File: src/rpg_pkg.sv
package rpg_pkg;

   // ****************************************************************
   // Bus geometry
   // ****************************************************************
   localparam int DATA_W = 32;
   localparam int ADDR_W = 8;
   localparam int PARAM_W = 16;
   localparam int NUM_DI_DEF = 6;
   localparam int SYNC_STAGES = 2;

   // ****************************************************************
   // Register map, byte addresses
   // ****************************************************************
   localparam logic [ADDR_W-1:0] ADDR_SRC = 8'h00;
   localparam logic [ADDR_W-1:0] ADDR_GUARD = 8'h04;
   localparam logic [ADDR_W-1:0] ADDR_KEY = 8'h08;
   localparam logic [ADDR_W-1:0] ADDR_COMMIT = 8'h0c;
   localparam logic [ADDR_W-1:0] ADDR_STATUS = 8'h10;
   localparam logic [ADDR_W-1:0] ADDR_WORD_MASK = 8'hfc;

   // ****************************************************************
   // Run-permit source codes
   // ****************************************************************
   localparam logic signed [PARAM_W-1:0] SRC_NONE = 16'sh0000;
   localparam logic signed [PARAM_W-1:0] SRC_DI_FIRST = 16'sh0001;
   localparam logic signed [PARAM_W-1:0] SRC_DI_LAST = 16'sh0006;
   localparam logic signed [PARAM_W-1:0] SRC_FIELDBUS = 16'sh0007;
   localparam logic signed [PARAM_W-1:0] SRC_INV_FIRST = 16'shffff;
   localparam logic signed [PARAM_W-1:0] SRC_INV_LAST = 16'shfffa;
   localparam logic signed [PARAM_W-1:0] SRC_RESET = SRC_NONE;
   localparam int FB_DISABLE_BIT = 6;

   // ****************************************************************
   // Edit guard, unlock and save values
   // ****************************************************************
   localparam logic [PARAM_W-1:0] GUARD_EDITS_BLOCKED = 16'h0000;
   localparam logic [PARAM_W-1:0] GUARD_OPEN = 16'h0001;
   localparam logic [PARAM_W-1:0] GUARD_UNSAVED = 16'h0002;
   localparam logic [PARAM_W-1:0] GUARD_RESET = GUARD_OPEN;
   localparam logic [PARAM_W-1:0] UNLOCK_KEY = 16'h0166;
   localparam logic [PARAM_W-1:0] KEY_CLEAR = 16'h0000;
   localparam logic [PARAM_W-1:0] COMMIT_SAVE = 16'h0001;

   // ****************************************************************
   // Status word and responses
   // ****************************************************************
   localparam logic [1:0] RESP_OKAY = 2'h0;
   localparam logic [1:0] RESP_SLVERR = 2'h2;
   localparam logic [1:0] RESP_DECERR = 2'h3;

   // Source write from a party that bypasses the edit guard
   typedef struct packed {
      logic valid;
      logic signed [PARAM_W-1:0] value;
   } rpg_src_wr_t;

   // Status word, bit 0 is permit
   typedef struct packed {
      logic blocked;
      logic unlocked;
      logic dirty;
      logic coast;
      logic permit;
   } rpg_status_t;

   // Legal run-permit source code
   function automatic logic rpg_src_legal(
      input logic signed [PARAM_W-1:0] s);
      return (s >= SRC_INV_LAST) && (s <= SRC_FIELDBUS);
   endfunction

endpackage

File: src/rpg_top.sv
// The AXI4-Lite interface to the registers and the placing of the registers were left to the implementer.
`timescale 1ns/1ps
module rpg_top
   import rpg_pkg::*;
#(
   parameter int NUM_DI = NUM_DI_DEF
) (
   input wire logic aclk,
   input wire logic aresetn,
   input wire logic [ADDR_W-1:0] s_axi_awaddr,
   input wire logic s_axi_awvalid,
   output logic s_axi_awready,
   input wire logic [DATA_W-1:0] s_axi_wdata,
   input wire logic [DATA_W/8-1:0] s_axi_wstrb,
   input wire logic s_axi_wvalid,
   output logic s_axi_wready,
   output logic [1:0] s_axi_bresp,
   output logic s_axi_bvalid,
   input wire logic s_axi_bready,
   input wire logic [ADDR_W-1:0] s_axi_araddr,
   input wire logic s_axi_arvalid,
   output logic s_axi_arready,
   output logic [DATA_W-1:0] s_axi_rdata,
   output logic [1:0] s_axi_rresp,
   output logic s_axi_rvalid,
   input wire logic s_axi_rready,
   input wire logic [NUM_DI-1:0] di_pin,
   input wire logic [PARAM_W-1:0] fb_cmd_word,
   input wire rpg_src_wr_t fb_src_wr,
   input wire rpg_src_wr_t macro_src_wr,
   input wire logic start_req,
   output logic run_permit,
   output logic coast_stop,
   output logic start_grant,
   output logic persist_pulse,
   output logic store_all,
   output logic edits_blocked
);

   // ****************************************************************
   // Elaboration checks
   // ****************************************************************
   if (NUM_DI < int'(SRC_DI_LAST)) begin : g_bad_di
      $error("NUM_DI too small for the source codes");
   end

   // ****************************************************************
   // Pin synchronisation
   // ****************************************************************
   logic [NUM_DI-1:0] di_s;

   rpg_sync #(
      .WIDTH(NUM_DI)
   ) u_sync (
      .aclk(aclk),
      .aresetn(aresetn),
      .pin_in(di_pin),
      .pin_sync(di_s)
   );

   // ****************************************************************
   // Helpers
   // ****************************************************************
   // Permit from source code, synced inputs and command word
   function automatic logic permit_of(
      input logic signed [PARAM_W-1:0] s,
      input logic [NUM_DI-1:0] di,
      input logic [PARAM_W-1:0] fw);
      logic p;
      p = 1'b0;
      if (s == SRC_NONE) begin
         p = 1'b1;
      end else if (s >= SRC_DI_FIRST && s <= SRC_DI_LAST) begin
         p = di[int'(s - SRC_DI_FIRST)];
      end else if (s == SRC_FIELDBUS) begin
         p = !fw[FB_DISABLE_BIT];
      end else if (s <= SRC_INV_FIRST && s >= SRC_INV_LAST) begin
         p = !di[int'(SRC_INV_FIRST - s)];
      end
      return p;
   endfunction

   // Byte-lane merge of the low parameter half
   function automatic logic [PARAM_W-1:0] merge16(
      input logic [PARAM_W-1:0] old_v,
      input logic [PARAM_W-1:0] new_v,
      input logic [1:0] strb);
      logic [PARAM_W-1:0] m;
      m = old_v;
      if (strb[0]) begin
         m[7:0] = new_v[7:0];
      end
      if (strb[1]) begin
         m[15:8] = new_v[15:8];
      end
      return m;
   endfunction

   // ****************************************************************
   // State
   // ****************************************************************
   logic aw_hold_r, aw_hold_nxt, w_hold_r, w_hold_nxt;
   logic awready_r, awready_nxt, wready_r, wready_nxt;
   logic [ADDR_W-1:0] awaddr_r, awaddr_nxt;
   logic [PARAM_W-1:0] wdata_r, wdata_nxt;
   logic [1:0] wstrb_r, wstrb_nxt;
   logic bvalid_r, bvalid_nxt;
   logic [1:0] bresp_r, bresp_nxt;
   logic arready_r, arready_nxt, rvalid_r, rvalid_nxt;
   logic [DATA_W-1:0] rdata_r, rdata_nxt;
   logic [1:0] rresp_r, rresp_nxt;
   logic signed [PARAM_W-1:0] src_r, src_nxt;
   logic [PARAM_W-1:0] guard_r, guard_nxt, key_r, key_nxt;
   logic dirty_r, dirty_nxt, store_r, store_nxt;
   logic persist_r, persist_nxt;
   logic permit_r, permit_nxt, coast_r, coast_nxt;
   logic grant_r, grant_nxt;
   logic blocked_r, blocked_nxt;
   logic wr_do;
   logic [PARAM_W-1:0] wv;
   rpg_status_t status;

   assign wr_do = aw_hold_r && w_hold_r && !bvalid_r;
   assign status = '{blocked: guard_r == GUARD_EDITS_BLOCKED,
                     unlocked: key_r == UNLOCK_KEY,
                     dirty: dirty_r, coast: coast_r, permit: permit_r};

   // ****************************************************************
   // Write channel and parameter registers
   // ****************************************************************
   // Address and data latch independently, either order
   always_comb begin
      aw_hold_nxt = aw_hold_r;
      w_hold_nxt = w_hold_r;
      awaddr_nxt = awaddr_r;
      wdata_nxt = wdata_r;
      wstrb_nxt = wstrb_r;
      bvalid_nxt = bvalid_r;
      bresp_nxt = bresp_r;
      src_nxt = src_r;
      guard_nxt = guard_r;
      key_nxt = key_r;
      dirty_nxt = dirty_r;
      store_nxt = 1'b0;
      persist_nxt = 1'b0;
      wv = '0;
      if (s_axi_awvalid && awready_r) begin
         aw_hold_nxt = 1'b1;
         awaddr_nxt = s_axi_awaddr & ADDR_WORD_MASK;
      end
      if (s_axi_wvalid && wready_r) begin
         w_hold_nxt = 1'b1;
         wdata_nxt = s_axi_wdata[PARAM_W-1:0];
         wstrb_nxt = s_axi_wstrb[1:0];
      end
      if (bvalid_r && s_axi_bready) begin
         bvalid_nxt = 1'b0;
      end
      if (wr_do) begin
         aw_hold_nxt = 1'b0;
         w_hold_nxt = 1'b0;
         bvalid_nxt = 1'b1;
         bresp_nxt = RESP_OKAY;
         unique case (awaddr_r)
            ADDR_SRC: begin
               wv = merge16(src_r, wdata_r, wstrb_r);
               // Panel change refused while edits_blocked
               if (guard_r == GUARD_EDITS_BLOCKED || !rpg_src_legal(wv)) begin
                  bresp_nxt = RESP_SLVERR;
               end else begin
                  src_nxt = wv;
                  persist_nxt = (guard_r == GUARD_OPEN);
                  if (guard_r == GUARD_UNSAVED) begin
                     dirty_nxt = 1'b1;
                  end
               end
            end
            ADDR_GUARD: begin
               wv = merge16(guard_r, wdata_r, wstrb_r);
               // One change per code entry, then the entry clears
               if (key_r == UNLOCK_KEY && wv <= GUARD_UNSAVED) begin
                  guard_nxt = wv;
                  key_nxt = KEY_CLEAR;
               end else begin
                  bresp_nxt = RESP_SLVERR;
               end
            end
            ADDR_KEY: begin
               key_nxt = merge16(key_r, wdata_r, wstrb_r);
            end
            ADDR_COMMIT: begin
               wv = merge16(KEY_CLEAR, wdata_r, wstrb_r);
               if (wv == COMMIT_SAVE) begin
                  store_nxt = 1'b1;
                  dirty_nxt = 1'b0;
               end
            end
            ADDR_STATUS: begin
               bresp_nxt = RESP_SLVERR;
            end
            default: begin
               bresp_nxt = RESP_DECERR;
            end
         endcase
      end
      // Macro then fieldbus writes skip the guard and win a tie; fieldbus is applied last and wins over macro
      if (macro_src_wr.valid && rpg_src_legal(macro_src_wr.value)) begin
         src_nxt = macro_src_wr.value;
      end
      if (fb_src_wr.valid && rpg_src_legal(fb_src_wr.value)) begin
         src_nxt = fb_src_wr.value;
      end
      awready_nxt = !aw_hold_nxt;
      wready_nxt = !w_hold_nxt;
      // Registered so the pin never shows a compare glitch
      blocked_nxt = (guard_nxt == GUARD_EDITS_BLOCKED);
   end

   // ****************************************************************
   // Read channel
   // ****************************************************************
   // One read in flight; a new address waits for rready
   always_comb begin
      rvalid_nxt = rvalid_r;
      rdata_nxt = rdata_r;
      rresp_nxt = rresp_r;
      if (rvalid_r && s_axi_rready) begin
         rvalid_nxt = 1'b0;
      end
      if (s_axi_arvalid && arready_r) begin
         rvalid_nxt = 1'b1;
         rresp_nxt = RESP_OKAY;
         rdata_nxt = '0;
         unique case (s_axi_araddr & ADDR_WORD_MASK)
            ADDR_SRC: rdata_nxt[PARAM_W-1:0] = src_r;
            ADDR_GUARD: rdata_nxt[PARAM_W-1:0] = guard_r;
            ADDR_KEY: rdata_nxt[PARAM_W-1:0] = key_r;
            ADDR_COMMIT: rdata_nxt = '0;
            ADDR_STATUS: rdata_nxt[$bits(rpg_status_t)-1:0] = status;
            default: rresp_nxt = RESP_DECERR;
         endcase
      end
      arready_nxt = !rvalid_nxt;
   end

   // ****************************************************************
   // Run permit
   // ****************************************************************
   // Recomputed every cycle; a start is only granted on a live permit
   always_comb begin
      permit_nxt = permit_of(src_r, di_s, fb_cmd_word);
      coast_nxt = !permit_nxt;
      grant_nxt = start_req && permit_r;
   end

   // ****************************************************************
   // Registers
   // ****************************************************************
   always_ff @(posedge aclk) begin
      if (!aresetn) begin
         aw_hold_r <= 1'b0;
         w_hold_r <= 1'b0;
         awready_r <= 1'b0;
         wready_r <= 1'b0;
         awaddr_r <= '0;
         wdata_r <= '0;
         wstrb_r <= '0;
         bvalid_r <= 1'b0;
         bresp_r <= RESP_OKAY;
         arready_r <= 1'b0;
         rvalid_r <= 1'b0;
         rdata_r <= '0;
         rresp_r <= RESP_OKAY;
         src_r <= SRC_RESET;
         guard_r <= GUARD_RESET;
         key_r <= KEY_CLEAR;
         dirty_r <= 1'b0;
         store_r <= 1'b0;
         persist_r <= 1'b0;
         permit_r <= 1'b0;
         coast_r <= 1'b1;
         grant_r <= 1'b0;
         blocked_r <= (GUARD_RESET == GUARD_EDITS_BLOCKED);
      end else begin
         aw_hold_r <= aw_hold_nxt;
         w_hold_r <= w_hold_nxt;
         awready_r <= awready_nxt;
         wready_r <= wready_nxt;
         awaddr_r <= awaddr_nxt;
         wdata_r <= wdata_nxt;
         wstrb_r <= wstrb_nxt;
         bvalid_r <= bvalid_nxt;
         bresp_r <= bresp_nxt;
         arready_r <= arready_nxt;
         rvalid_r <= rvalid_nxt;
         rdata_r <= rdata_nxt;
         rresp_r <= rresp_nxt;
         src_r <= src_nxt;
         guard_r <= guard_nxt;
         key_r <= key_nxt;
         dirty_r <= dirty_nxt;
         store_r <= store_nxt;
         persist_r <= persist_nxt;
         permit_r <= permit_nxt;
         coast_r <= coast_nxt;
         grant_r <= grant_nxt;
         blocked_r <= blocked_nxt;
      end
   end

   assign s_axi_awready = awready_r;
   assign s_axi_wready = wready_r;
   assign s_axi_bvalid = bvalid_r;
   assign s_axi_bresp = bresp_r;
   assign s_axi_arready = arready_r;
   assign s_axi_rvalid = rvalid_r;
   assign s_axi_rdata = rdata_r;
   assign s_axi_rresp = rresp_r;
   assign run_permit = permit_r;
   assign coast_stop = coast_r;
   assign start_grant = grant_r;
   assign persist_pulse = persist_r;
   assign store_all = store_r;
   assign edits_blocked = blocked_r;

   logic no_bypass;
   assign no_bypass = !fb_src_wr.valid && !macro_src_wr.valid;
endmodule

File: src/rpg_sync.sv
`timescale 1ns/1ps
// Two-stage level synchroniser for pin inputs
module rpg_sync
   import rpg_pkg::*;
#(
   parameter int WIDTH = NUM_DI_DEF
) (
   input wire logic aclk,
   input wire logic aresetn,
   input wire logic [WIDTH-1:0] pin_in,
   output logic [WIDTH-1:0] pin_sync
);

   logic [WIDTH-1:0] meta_r;
   logic [WIDTH-1:0] sync_r;

   // First stage only feeds the second; inputs read low in reset
   always_ff @(posedge aclk) begin
      if (!aresetn) begin
         meta_r <= '0;
         sync_r <= '0;
      end else begin
         meta_r <= pin_in;
         sync_r <= meta_r;
      end
   end

   assign pin_sync = sync_r;

endmodule

File: config.mk
export PLATFORM = sky130hd
export DESIGN_NAME = rpg_top
export DESIGN_NICKNAME = d
export VERILOG_FILES = /design/src/rpg_pkg.sv /design/src/rpg_top.sv /design/src/rpg_sync.sv
export SDC_FILE = /design/constraint.sdc
export NUM_CORES = 1
export LEC_CHECK = 0
export BUFFER_PORTS_ARGS = -buffer_cell sky130_fd_sc_hd__buf_2
export CORE_MARGIN = 8
export CORE_UTILIZATION = 55
export CTS_CLUSTER_DIAMETER = 100
export DETAILED_ROUTE_END_ITERATION = 16
export PLACE_DENSITY = 0.95
export SLEW_MARGIN = 10
export SYNTH_ARGS = -nofsm -noshare
export SYNTH_HDL_FRONTEND = slang
export SYNTH_SLANG_ARGS = --single-unit
File: constraint.sdc
create_clock -name aclk -period 4.46 [get_ports aclk]
set_clock_uncertainty 0.2 [all_clocks]
set_input_delay 1.338 -clock aclk [delete_from_list [all_inputs] [get_ports aclk]]
set_output_delay 1.338 -clock aclk [all_outputs]
set_load 0.05 [all_outputs]
==> flow_summary.json <==
{
  "status": "completed",
  "fp.coreArea_um2": 9550,
  "busiest_layer": "met2",
  "dr.pass1.iters": 6,
  "cts_sinks": 117,
  "io_pins": 163,
  "wl_per_cell_um": 17.7,
  "grt_pass1_vias": 4990,
  "areaGrowthSynthToFinish_pct": 21.4,
  "hold_viol_final": 0,
  "gr-usage-all-layers": 0.227,
  "worst_slew_pin_slew_ns": 1.06,
  "path_max_fanout": 13,
  "die-area_um2": 13000,
  "hold_path.class": "flip-flop to flip-flop",
  "powerDensity_nw_per_um2": 437,
  "place_area_um2": 5820,
  "cts_tree": "built",
  "rows": 36,
  "ctsHtreeMaxLevel": 4,
  "yosysUniqueCellTypes": 59,
  "insertion_delay_ns": 0.52,
  "synthTopCellsByArea": "dfxtp_1, nand2_1, mux2i_1",
  "timing.hold.ws_ns": 0.234,
  "drtIter0Drc": 390,
  "die_w_um": 114,
  "irDropWorstVdd_v": 0.000332,
  "clk_pin_slew_worst_paths_ns": 0.06,
  "synth.avg_cell_area_um2": 8.78,
  "cts_resized": 0,
  "power.leakage_uw": 0.00267,
  "yosysSeqAreaShare": 0.442,
  "r2r-start": "guard_r[15]",
  "routed_wl_um": 14900,
  "slew_headroom": 0.289,
  "start_kind": "primary input",
  "yosys_warnings": 0,
  "reg2reg_depth": 6,
  "synth_edf_count": 0,
  "initial_core_util": 0.554,
  "timing.rr.end": "src_r[2]",
  "drc": 0,
  "rsz0062_at_grt": "no",
  "clk_path_buf_depth": 2,
  "portBuffers": 109,
  "syn_area_um2": 5290,
  "grt_max_degree": 30,
  "drive_above_1_share": 0.221,
  "r2r_slack_ns": 1.47,
  "finish.instance_area_um2": 6430,
  "postLayoutCoreUtil": 0.673,
  "finalMaxSlewViolations": 0,
  "hold_depth": 1,
  "max_freq_ghz": 0.330,
  "grt-ovfl-total": 0,
  "vias_per_cell": 5.94,
  "setup_violations": 0,
  "root_buffer": "clkbuf_8",
  "hold_end": "u_sync.pin_sync[3]",
  "hold_start": "u_sync.meta_r[3]",
  "fin_nets": 818,
  "die_y_um": 114,
  "max_cap_violations": 0,
  "num-fill-cells": 714,
  "met3_usage": 0.0733,
  "antenna_cells": 0,
  "grt_pass1_wl_um": 23800,
  "dpl.hpwl_um": 10600,
  "period_share": 0.679,
  "use_met2": 0.387,
  "vias": 5011,
  "finalCriticalPeriod_ns": 3.03,
  "cts_buffers": 17,
  "ant_nets": 0,
  "place.gp.congestion": 0.929,
  "totalNegativeSetupSlack_ns": 0,
  "ctsHoldBuffers": 0,
  "synthCells": 603,
  "crit_required_ns": 4.66,
  "grt_util_met1": 0.248,
  "synth_top_area_frac": 0.442,
  "layout_setup_ws_ns": 1.43,
  "critPathKind": "primary input to flip-flop",
  "worstSetupEndpointType": "flip-flop",
  "seqCellArea_um2": 2340,
  "multi_input_area_um2": 2710,
  "synth_seq_cells": 117,
  "ys.flop_type": "dfxtp_1",
  "antenna_found_initial": 0,
  "async_flop_share": 0,
  "crit_arrival_ns": 3.23,
  "post_cts_buffers": 0,
  "pre_cts_ws_ns": 0.937,
  "synth_top_area_cell": "dfxtp_1"
}
==> flip-flops by register name, summed over array words and instances (netlist names), 2 cells and up <==
name	flops
u_sync.pin_sync	6
key_r	16
awaddr_r	6
wdata_r	16
s_axi_bresp	2
src_r	16
guard_r	16
s_axi_rdata	16
wstrb_r	2
u_sync.meta_r	6
==> cell usage in the layout (no fill, tap or decap), types with 13 or more instances in the layout <==
cell	n
nand2_1	79
nor2_1	45
o21a_1	13
nand3_1	15
conb_1	16
nand4_1	14
nor3_1	16
buf_2	109
a21oi_1	36
mux2i_1	24
a22oi_1	15
nor4_1	17
o21ai_0	13
clkbuf_16	16
a22o_1	20
and2_1	28
dfxtp_1	117
o21ai_1	17
==> worst max-delay path, cell delays in order <==
cell and delay (ns):
buf_2 0.09, nand4_1 0.10, o41ai_2 0.44, o211ai_1 0.40, and3_1 0.31, a22o_1 0.36
o21a_1 0.19
==> final cells by class <==
| class | count | area share |
|---|---|---|
| multi-input cells | 441 | 0.421 |
| clock inverters | 12 | 0.0276 |
| inverters | 9 | 0.00526 |
| clock buffers | 19 | 0.0672 |
| flip-flops and latches | 117 | 0.364 |
| repair buffers | 112 | 0.0884 |
| well taps | 133 | 0.0259 |
==> metrics by stage <==
stage | power [µW] | std cells
5_1_grt | 2880 | 843
3_5_place_dp | 1420 | 812
3_3_place_gp | 1400 | 812
2_1_floorplan | 1340 | 618
4_1_cts | 2810 | 843
6_report | 2810 | 843
==> Yosys cell counts, drive strengths merged, types with 2 or more instances <==
library cell and number:
dfxtp 117, nand2 79, nor2 45, a21oi 36, o21ai 30, and2 28
buf 26, clkbuf 25, mux2i 24, nor4 21, a22o 20, nand3 16
nor3 16, a22oi 15, nand4 14, o21a 13, inv 9, and3 8
mux2 5, ha 4, nor4b 4, a211oi 3, a21boi 3, nand2b 3
o211ai 3, or3 3, a41oi 2, and4 2, mux4 2, nor2b 2
nor4bb 2, o2111ai 2, o2bb2ai 2, o311a 2, o311ai 2
==> power by group <==
part / internal (µW) / leakage [µW] / switching, µW
registers: 1080 / 0.000952 / 40.6
logic: 95.7 / 0.00142 / 186
clock network: 920 / 0.000298 / 486
total: 2100 / 0.00267 / 713
==> layer usage <==
layer,vias to the layer above,wire length [µm]
li1,2350,-
met3,45,1400
met4,0,397
met2,261,7190
met5,-,0
met1,2355,5900
==> how the worst max path moves through the flow <==
stage / startpoint / endpoint / slack [ns] / cells past startpoint
floorplan: fb_src_wr[6] / src_r[10] / 1.31 / 7
global placement: fb_src_wr[6] / src_r[11] / 1.07 / 7
detailed placement: fb_src_wr[6] / src_r[9] / 0.94 / 7
CTS: fb_src_wr[6] / src_r[7] / 1.45 / 7
global route: guard_r[15] / src_r[2] / 1.31 / 6
finish: fb_src_wr[6] / src_r[7] / 1.43 / 7
==> kinds of logic (layout without fill, tap and decap cells) <==
logic type	after synthesis	in the layout	share of synthesized area
compound gates	142	142	0.184
xor+xnor	1	1	0.00165
fa+ha+maj	4	4	0.00945
buf+inv	60	152	0.0567
flops	117	117	0.442
mux	31	31	0.0645
other cells	1	16	0.000708
simple gates	247	247	0.241
Note: power is estimated with default switching activity, not from simulation.
